## src/hw/zq_cal_pkg.sv

```systemverilog
// Shared constants and types for the impedance-calibration sequencer pair.
// Assumes a single 200 MHz command clock shared by both ends.
package zq_cal_pkg;

	localparam int unsigned clk_period_ps = 5000;
	localparam int unsigned calibration_time_ns = 1000;
	localparam int unsigned latch_period_ns = 30;
	localparam int unsigned latch_period_min_ck = 8;
	localparam int unsigned reset_completion_time_ns = 50;
	localparam int unsigned reset_completion_min_ck = 3;

	localparam int unsigned cal_cycles_raw = (calibration_time_ns * 1000 + clk_period_ps - 1)
		/ clk_period_ps;
	localparam int unsigned lat_ns_cycles = (latch_period_ns * 1000 + clk_period_ps - 1)
		/ clk_period_ps;
	localparam int unsigned lat_cycles_raw = (lat_ns_cycles > latch_period_min_ck) ?
		lat_ns_cycles : latch_period_min_ck;
	localparam int unsigned rst_ns_cycles = (reset_completion_time_ns * 1000 + clk_period_ps - 1)
		/ clk_period_ps;
	localparam int unsigned rst_cycles_raw = (rst_ns_cycles > reset_completion_min_ck) ?
		rst_ns_cycles : reset_completion_min_ck;

	localparam int cnt_w = 10;
	localparam int code_w = 8;
	localparam int n_chan = 2;

	localparam logic [cnt_w-1:0] cal_cycles = cnt_w'(cal_cycles_raw);
	localparam logic [cnt_w-1:0] lat_cycles = cnt_w'(lat_cycles_raw);
	localparam logic [cnt_w-1:0] rst_cycles = cnt_w'(rst_cycles_raw);
	localparam logic [cnt_w-1:0] cnt_zero = 10'h000;
	localparam logic [cnt_w-1:0] cnt_one = 10'h001;

	localparam logic [code_w-1:0] code_default = 8'h80;
	localparam logic [code_w-1:0] code_step = 8'h01;
	localparam int reset_op_bit = 0;

	typedef logic [cnt_w-1:0] cnt_t;
	typedef logic [code_w-1:0] code_t;

endpackage : zq_cal_pkg

```

## src/hw/zq_cal_if.sv

```systemverilog
// Command link between a memory controller and a two-channel calibration die.
// Assumes both ends share clk; commands are one-cycle pulses per channel.
`timescale 1ns/1ps
`default_nettype none
interface zq_cal_if;
	logic [1:0] start_cmd;
	logic [1:0] latch_cmd;
	logic [1:0] reset_mrw;
	logic [7:0] mrw_op;
	logic [1:0] powerdown;
	logic [1:0] ca_deselect;

	modport device (
		input start_cmd,
		input latch_cmd,
		input reset_mrw,
		input mrw_op,
		input powerdown,
		input ca_deselect
	);

	modport controller (
		output start_cmd,
		output latch_cmd,
		output reset_mrw,
		output mrw_op,
		output powerdown,
		output ca_deselect
	);
endinterface : zq_cal_if
`default_nettype wire

```

## src/hw/zq_cal_device.sv

```systemverilog
// Device end: one calibration engine shared by two channels.
// Assumes the controller keeps its ordering and timing duties.
`timescale 1ns/1ps
`default_nettype none
module zq_cal_device (
	input wire logic clk,
	input wire logic resetn,
	zq_cal_if.device link,
	input wire logic [zq_cal_pkg::code_w-1:0] engine_code,
	output logic cal_in_progress,
	output logic [zq_cal_pkg::code_w-1:0] completed_code,
	output logic [zq_cal_pkg::code_w-1:0] drive_code_ch0,
	output logic [zq_cal_pkg::code_w-1:0] drive_code_ch1,
	output logic [1:0] reset_done
);
	import zq_cal_pkg::*;

	// ------------------------------------------------------------
	// Command decode
	// ------------------------------------------------------------
	logic [1:0] take_start;
	logic [1:0] take_latch;
	logic [1:0] take_reset;

	always_comb
	begin
		for (int i = 0; i < n_chan; i++)
		begin
			// A start or latch counts only while its channel is selected and awake; a reset needs selection and the op bit, not awake.
			take_start[i] = link.start_cmd[i] && !link.ca_deselect[i] && !link.powerdown[i];
			take_latch[i] = link.latch_cmd[i] && !link.ca_deselect[i] && !link.powerdown[i];
			take_reset[i] = link.reset_mrw[i] && !link.ca_deselect[i]
				&& link.mrw_op[reset_op_bit];
		end
	end

	// ------------------------------------------------------------
	// Engine result synchroniser
	// ------------------------------------------------------------
	code_t code_meta, code_sync;
	code_t next_code_meta, next_code_sync;

	always_comb
	begin
		// The analog result settles long before a run ends, so the word is stable when used.
		next_code_meta = engine_code;
		next_code_sync = code_meta;
	end

	always_ff @(posedge clk)
	begin
		if (!resetn)
		begin
			code_meta <= code_default;
			code_sync <= code_default;
		end
		else
		begin
			code_meta <= next_code_meta;
			code_sync <= next_code_sync;
		end
	end

	// ------------------------------------------------------------
	// Engine state
	// ------------------------------------------------------------
	typedef enum logic [1:0] {
		st_idle = 2'b01,
		st_run = 2'b10
	} eng_state_t;

	eng_state_t state, next_state;
	cnt_t cal_cnt, next_cal_cnt;
	code_t next_completed;
	logic next_busy;
	logic any_start;

	always_comb
	begin
		any_start = |take_start;
		next_state = state;
		next_cal_cnt = cal_cnt;
		next_completed = completed_code;
		unique case (state)
			st_idle:
			begin
				if (any_start)
				begin
					next_state = st_run;
					next_cal_cnt = cal_cycles;
				end
			end
			st_run:
			begin
				// Further starts are ignored while running.
				if (cal_cnt == cnt_one)
				begin
					next_state = st_idle;
					next_cal_cnt = cnt_zero;
					next_completed = code_sync;
				end
				else
				begin
					next_cal_cnt = cal_cnt - cnt_one;
				end
			end
		endcase
		next_busy = (next_state == st_run);
	end

	always_ff @(posedge clk)
	begin
		if (!resetn)
		begin
			state <= st_idle;
			cal_cnt <= cnt_zero;
			completed_code <= code_default;
			cal_in_progress <= 1'b0;
		end
		else
		begin
			state <= next_state;
			cal_cnt <= next_cal_cnt;
			completed_code <= next_completed;
			cal_in_progress <= next_busy;
		end
	end

	// ------------------------------------------------------------
	// Per-channel driver codes
	// ------------------------------------------------------------
	code_t drive [n_chan];
	code_t next_drive [n_chan];
	cnt_t rst_cnt [n_chan];
	cnt_t next_rst_cnt [n_chan];
	logic [1:0] next_reset_done;

	genvar ch;
	generate
		for (ch = 0; ch < n_chan; ch++)
		begin : g_chan
			always_comb
			begin
				next_drive[ch] = drive[ch];
				next_rst_cnt[ch] = rst_cnt[ch];
				next_reset_done[ch] = 1'b0;
				if (take_reset[ch])
				begin
					next_drive[ch] = code_default;
					next_rst_cnt[ch] = rst_cycles;
				end
				else if (take_latch[ch])
				begin
					// Result of the last finished run; a timely latch sees the newest.
					next_drive[ch] = completed_code;
				end
				if (rst_cnt[ch] == cnt_one)
				begin
					next_reset_done[ch] = 1'b1;
				end
				if (rst_cnt[ch] != cnt_zero)
				begin
					next_rst_cnt[ch] = rst_cnt[ch] - cnt_one;
				end
			end

			always_ff @(posedge clk)
			begin
				if (!resetn)
				begin
					drive[ch] <= code_default;
					rst_cnt[ch] <= cnt_zero;
					reset_done[ch] <= 1'b0;
				end
				else
				begin
					drive[ch] <= next_drive[ch];
					rst_cnt[ch] <= next_rst_cnt[ch];
					reset_done[ch] <= next_reset_done[ch];
				end
			end
		end
	endgenerate

	// Engine never gates channel traffic; nothing here stalls other commands.
	assign drive_code_ch0 = drive[0];
	assign drive_code_ch1 = drive[1];
endmodule : zq_cal_device
`default_nettype wire

```

## src/flat_wrapper.sv

```systemverilog
// flat-port wrapper written by rule: the top's interface ports become plain ports
module zq_cal_device_flat import zq_cal_pkg::*;
  (clk, resetn, engine_code, cal_in_progress, completed_code, drive_code_ch0, drive_code_ch1, reset_done, link_start_cmd, link_latch_cmd, link_reset_mrw, link_mrw_op, link_powerdown, link_ca_deselect);
  zq_cal_if link_i ();
  input wire logic clk;
  input wire logic resetn;
  input wire logic [zq_cal_pkg::code_w-1:0] engine_code;
  output logic cal_in_progress;
  output logic [zq_cal_pkg::code_w-1:0] completed_code;
  output logic [zq_cal_pkg::code_w-1:0] drive_code_ch0;
  output logic [zq_cal_pkg::code_w-1:0] drive_code_ch1;
  output logic [1:0] reset_done;
  input wire logic [$bits(link_i.start_cmd)-1:0] link_start_cmd;
  input wire logic [$bits(link_i.latch_cmd)-1:0] link_latch_cmd;
  input wire logic [$bits(link_i.reset_mrw)-1:0] link_reset_mrw;
  input wire logic [$bits(link_i.mrw_op)-1:0] link_mrw_op;
  input wire logic [$bits(link_i.powerdown)-1:0] link_powerdown;
  input wire logic [$bits(link_i.ca_deselect)-1:0] link_ca_deselect;
  assign link_i.start_cmd = link_start_cmd;
  assign link_i.latch_cmd = link_latch_cmd;
  assign link_i.reset_mrw = link_reset_mrw;
  assign link_i.mrw_op = link_mrw_op;
  assign link_i.powerdown = link_powerdown;
  assign link_i.ca_deselect = link_ca_deselect;
  zq_cal_device u_core (.clk(clk), .resetn(resetn), .link(link_i), .engine_code(engine_code), .cal_in_progress(cal_in_progress), .completed_code(completed_code), .drive_code_ch0(drive_code_ch0), .drive_code_ch1(drive_code_ch1), .reset_done(reset_done));
endmodule
```

## config.mk

```make
export PLATFORM = sky130hd
export DESIGN_NAME = zq_cal_device_flat
export DESIGN_NICKNAME = d
export VERILOG_FILES = /design/src/hw/zq_cal_pkg.sv /design/src/hw/zq_cal_if.sv /design/src/hw/zq_cal_device.sv /design/src/flat_wrapper.sv
export SDC_FILE = /design/constraint.sdc
export NUM_CORES = 1
export LEC_CHECK = 0
export ABC_AREA = 1
export BUFFER_PORTS_ARGS = -buffer_cell sky130_fd_sc_hd__clkbuf_2
export CAP_MARGIN = 20
export CORE_MARGIN = 3
export CORE_UTILIZATION = 59
export CTS_CLUSTER_DIAMETER = 200
export CTS_CLUSTER_SIZE = 20
export DETAILED_ROUTE_END_ITERATION = 7
export MAX_ROUTING_LAYER = met4
export PLACE_DENSITY = 0.81
export SYNTH_ARGS = -nofsm -noshare
export SYNTH_HDL_FRONTEND = slang
export SYNTH_SLANG_ARGS = --single-unit
```

## constraint.sdc

```tcl
create_clock -name clk -period 3.3 [get_ports clk]
set_input_delay 0.33 -clock clk [delete_from_list [all_inputs] [get_ports clk]]
set_output_delay 0.33 -clock clk [all_outputs]
set_load 0.005 [all_outputs]
```

; After elaboration in Yosys (flattened, before gate mapping)
; Memories as Yosys holds them, arrays and structs flattened.
; Cells that the tools add are included.
[word_totals]
regBits = 39
latchBits = 0
ram_bits = 36
romBits = 0
input_bits = 28
output_inout_bits = 27
word_cells = 66
memories = 2
[mem_list]
columns = name, depth, word_bits, rd, rd_clocked_by_memory_dff, write_ports, line_no
row1 = u_core.rst_cnt, 2, 10, 2, 0, 2, zq_cal_device.sv:134  ; cnt_t rst_cnt [n_chan];
row2 = u_core.drive, 2, 8, 2, 0, 2, zq_cal_device.sv:132  ; code_t drive [n_chan];
[op_classes]
n_addsub = 3
mul = 0
div = 0
order_cmp = 0
n_eq_ne = 7
shifts = 0
n_mux = 22
bitwise = 4
n_reduce_logical = 20
[ops]
columns = cell, n
row1 = 10-bit two-way mux, 8
row2 = 8-bit two-way mux, 6
row3 = 10-bit by 1-bit == test with 1-bit output (second input constant), 3
row4 = 10-bit by 1-bit subtractor with 10-bit output (second input constant), 3
row5 = 10-bit one-hot mux with 2 select lines, 1
row6 = 10-bit nonzero test, 2
row7 = 1-bit logical AND, 12
row8 = 2-bit == test (second input constant), 2
row9 = 1-bit zero test, 4
row10 = 1-bit two-way mux, 4
row11 = 2-bit two-way mux, 2
row12 = 1-bit OR, 4
row13 = 2-bit one-hot mux with 2 select lines, 1
row14 = 2-bit by 1-bit == test with 1-bit output (second input constant), 1
row15 = 2-bit by 1-bit != test with 1-bit output (second input constant), 1
row16 = 2-bit AND reduction, 1
row17 = 2-bit OR reduction, 1

; Depth between registers and ports, before layout
[logic_depth]
word_depth = 7
mapped_depth = 10

; Least setup slack after synthesis
; OpenSTA, ideal clock, no wires.
[synth_timing]
path_type = reg-to-reg
start = memory u_core.rst_cnt[1][0] (netlist bit)
end = memory u_core.rst_cnt[1][5] (netlist bit)
setup_ns = 0.132
arrival_time_ns = 1.283
t_required_ns = 3.168
path_slack_ns = 1.885
path_stages_with_launch = 10
synth_period_minus_slack_ns = 1.415
path_cell_list = dfxtp_1 inv_1 ha_1 inv_1 nor2_1 nand2_1 nor2_2 nand2_1 inv_1 nor3_1
[synth_lines]
columns = item, line_no
row1 = "start, declared", zq_cal_device.sv:134

==> run_results.csv <==
group,metric,value,unit
yosys,synth_cells,400,
clock_tree,cts_resized,0,
timing,fin_crit_sh,53.11,%
drt,route.detailed.drc,0,
placement,placed_area,3326,um^2
pwr,p_per_area,756.0,nW/um^2
pwr,p_leak,0.001734,uW
drt,ant_nets,0,
job,maxCapViolations,0,
setup_path,reg2reg_from,"u_core.rst_cnt[1][0]",
yosys,seq_area_frac_synth,49.18,%
timing,period_minus_slack,1.753,ns
clock_tree,root_buffer,"clkbuf_8",
setup_path,slowest_delay,0.35,ns
timing,drv_slew,0,
placement,post-place-ws,1.345,ns
drt,detail_route.wl_per_cell,11.76,um
setup_path,cp_slowest_cell,"dfxtp_1",
timing,fmax,0.5706,GHz
yosys,synth_nets,434,
yosys,synth_warnings,0,
clock_tree,cts.clk_slew.worst_paths,0.08,ns
setup_path,worst_setup_path_end_kind,"register",
pwr,switchingPower,967.1,uW
yosys,yosys.cell_types.count,29,
floorplanning,die_width,77.94,um
pwr,peakVddDrop,507.1,uV
setup_path,worst_setup_path_start_kind,"register",
drt,first_pass_iters,4,
cells_and_area,post-route-util,72.90,%
cells_and_area,drive_above_1_share,16.96,%
setup_path,path_max_fanout,6,
global_route,grt_pass1_wl,10760,um
placement,dp_hpwl,4399,um
setup_path,cp_cell_sequence,"inv_1 > ha_1 > inv_1 > nor2_1 > nand2_1 > nor2_2 > nand2_1 > inv_1 > a211oi_1",
timing,finClkSkew,0.007507,ns
pwr,p_total,2672,uW
drt,via_count,2621,
clock_tree,clock-sinks,75,
yosys,synth_area,3053,um^2
floorplanning,die-area,6074,um^2
setup_path,required,3.49,ns
setup_path,cp.depth,9,
setup_path,crit_type,"reg2reg",
clock_tree,cts_tree,"built",
placement,io_buffers,47,
global_route,grt_max_degree,36,
floorplanning,start_util,62.97,%
setup_path,critical_path_arrival,1.95,ns
cells_and_area,design_area,3535,um^2
global_route,grt_util_all_layers,22.74,%
pwr,p_int,1705,uW
clock_tree,numCtsBuffers,9,
clock_tree,postCtsSetupRepairBufs,0,
global_route,overflow,0,
pwr,seqPwrFrac,42.7,%
hold_path,min_to,"u_core.code_meta[0]",
floorplanning,rows,25,
setup_path,worst-r2r-cell-count,9,
yosys,ys_seq_elements,75,
placement,gp_congestion,0.9369,
yosys,syn_avg_cell_area,7.632,um^2
cells_and_area,nFillCells,381,
pwr,swShare,36.19,%
floorplanning,pin_count,55,
setup_path,cp_top_family,"simple AND/OR/NAND/NOR gates",
timing,grt_setup_unrepaired,"no",
setup_path,rrSetupSlack,1.55,ns
timing,hold_violations,0,
cells_and_area,nNetsFinal,483,
hold_path,hold-path-cell-count,3,
timing,setup_viol,0,
clock_tree,holdBufCountCts,0,
timing,worst_slew_pin_slew,0.7201,ns
setup_path,cp_num_buf_inv,3,
clock_tree,cts_buffer_depth,2,
clock_tree,htree_levels,3,
cells_and_area,syn_to_final_growth,15.78,%
timing,final.setup.worst_slack,1.547,ns
timing,relSlewSlack,51.94,%
floorplanning,die_h,77.94,um
cells_and_area,antenna_cells,0,
drt,via_per_inst,5.031,
run_status,status,"finished, final reports clean",
setup_path,worst_path_most_repeated_cell,"inv_1",
global_route,first_global_vias,2536,
global_route,antenna_found_initial,0,
clock_tree,clock_latency,0.35,ns
pwr,clockPowerShare,27.2,%
hold_path,hp-class,"in2reg",
drt,drt_iter0_markers,145,
floorplanning,core_area,4848,um^2
pwr,combPwrFrac,30.1,%
drt,wirelength,6129,um
hold_path,worstHoldStart,"engine_code[0]",
setup_path,reg2reg_to,"u_core.rst_cnt[1][4]",
timing,fin_setup_tns,0,ns
-- state kept, by name, summed over array words and instances, names as in the netlist, 2 cells and up --
name / flops
u_core.state: 2
u_core.code_sync: 8
u_core.code_meta: 8
u_core.cal_cnt: 10
u_core.rst_cnt: 20
u_core.drive: 16
u_core.completed_code: 8
u_core.reset_done: 2
-- synth_stat cells --
cell | instances | share of area, %
dfxtp_1 | 75 | 49
nand2_1 | 75 | 9.2
inv_1 | 60 | 7.4
nor2_1 | 39 | 4.8
a21oi_1 | 37 | 6.1
o21ai_0 | 27 | 4.4
nand3_1 | 25 | 4.1
xor2_1 | 9 | 2.6
nand4_1 | 7 | 1.4
nor3_1 | 7 | 1.1
ha_1 | 6 | 2.5
buf_2 | 4 | 0.66
clkbuf_1 | 4 | 0.49
nor2_2 | 4 | 0.82
nand2_2 | 3 | 0.61
nand3b_1 | 2 | 0.49
nor2_4 | 2 | 0.74
o211ai_1 | 2 | 0.49
or2_2 | 2 | 0.41
a211oi_1 | 1 | 0.25
and2_1 | 1 | 0.21
buf_6 | 1 | 0.37
inv_2 | 1 | 0.12
nand3_2 | 1 | 0.33
nor4_1 | 1 | 0.21
o21ai_2 | 1 | 0.29
o22ai_1 | 1 | 0.21
o31ai_1 | 1 | 0.25
xnor2_1 | 1 | 0.29
-- placed cells by master, fill, tap and decap left out, drive strengths merged --
cell type	count
a211oi	1
a21oi	37
and2	1
bufinv	1
clkbuf	57
clkinv	1
clkinvlp	2
dfxtp	75
ha	6
inv	63
nand2	78
nand3	26
nand3b	2
nand4	7
nor2	45
nor3	7
nor4	1
o211ai	2
o21ai	28
o22ai	1
o31ai	1
or2	2
xnor2	1
xor2	9
-- cell type report --
| cell class | instances | area, um^2 | share of cell area (%) |
|---|---|---|---|
| Tap cell | 67 | 83.83 | 2.372 |
| Inverter | 61 | 229.0 | 6.478 |
| Clock inverter | 6 | 71.32 | 2.018 |
| Timing Repair Buffer | 47 | 235.2 | 6.655 |
| Multi-Input combinational cell | 255 | 1276 | 36.11 |
| Clock buffer | 10 | 137.6 | 3.894 |
| Sequential cell | 75 | 1501 | 42.48 |
-- power by group through the flow --
stage	Sequential (uW)	Combinational [uW]	Clock (uW)
final	1140	805	726
after global placement	1150	766	0
after global routing	1160	940	771
after detailed placement	1160	798	0
after CTS	1140	804	742
after floorplan	1140	643	0
-- worst max path at each step --
stage | start | to | slack (ns)
final | u_core.rst_cnt[1][0] | u_core.rst_cnt[1][4] | 1.55
after detailed placement | resetn | u_core.code_meta[7] | 1.34
after global routing | u_core.rst_cnt[1][0] | u_core.rst_cnt[1][6] | 1.38
after CTS | u_core.rst_cnt[1][0] | u_core.rst_cnt[1][4] | 1.57
after floorplan | u_core.rst_cnt[1][0] | u_core.rst_cnt[1][5] | 1.89
after global placement | resetn | u_core.code_meta[7] | 1.41
-- metrics by stage --
stage               hold WS [ns]  cells
floorplan                 0.3905    400
global placement          0.3928    505
detailed placement        0.3988    505
CTS                       0.1519    521
global route              0.1606    521
finish                    0.1627    521
-- worst min-delay path, cell delays in order --
cell      delay (ns)
clkbuf_2        0.08
nand2_1         0.04
inv_1           0.04
-- logic make-up after synthesis --
| group | after synthesis | share of synthesized area [%] |
|---|---|---|
| AND/OR/NAND/NOR | 169 | 24.51 |
| flip-flops | 75 | 49.18 |
| AO/OA/AOI/OAI | 70 | 11.97 |
| buffers and inverters | 70 | 9.016 |
| XOR/XNOR | 10 | 2.869 |
| adder cells (fa/ha/maj) | 6 | 2.459 |
-- metal layers --
metal	up-vias	track usage, %	share of wire (%)
li1	1373	-	-
met1	1171	26.40	46
met2	67	37.76	47
met3	10	4.524	4.6
met4	0	10.84	1.9
met5	-	-	0
Power figures use the tool's default switching activity.
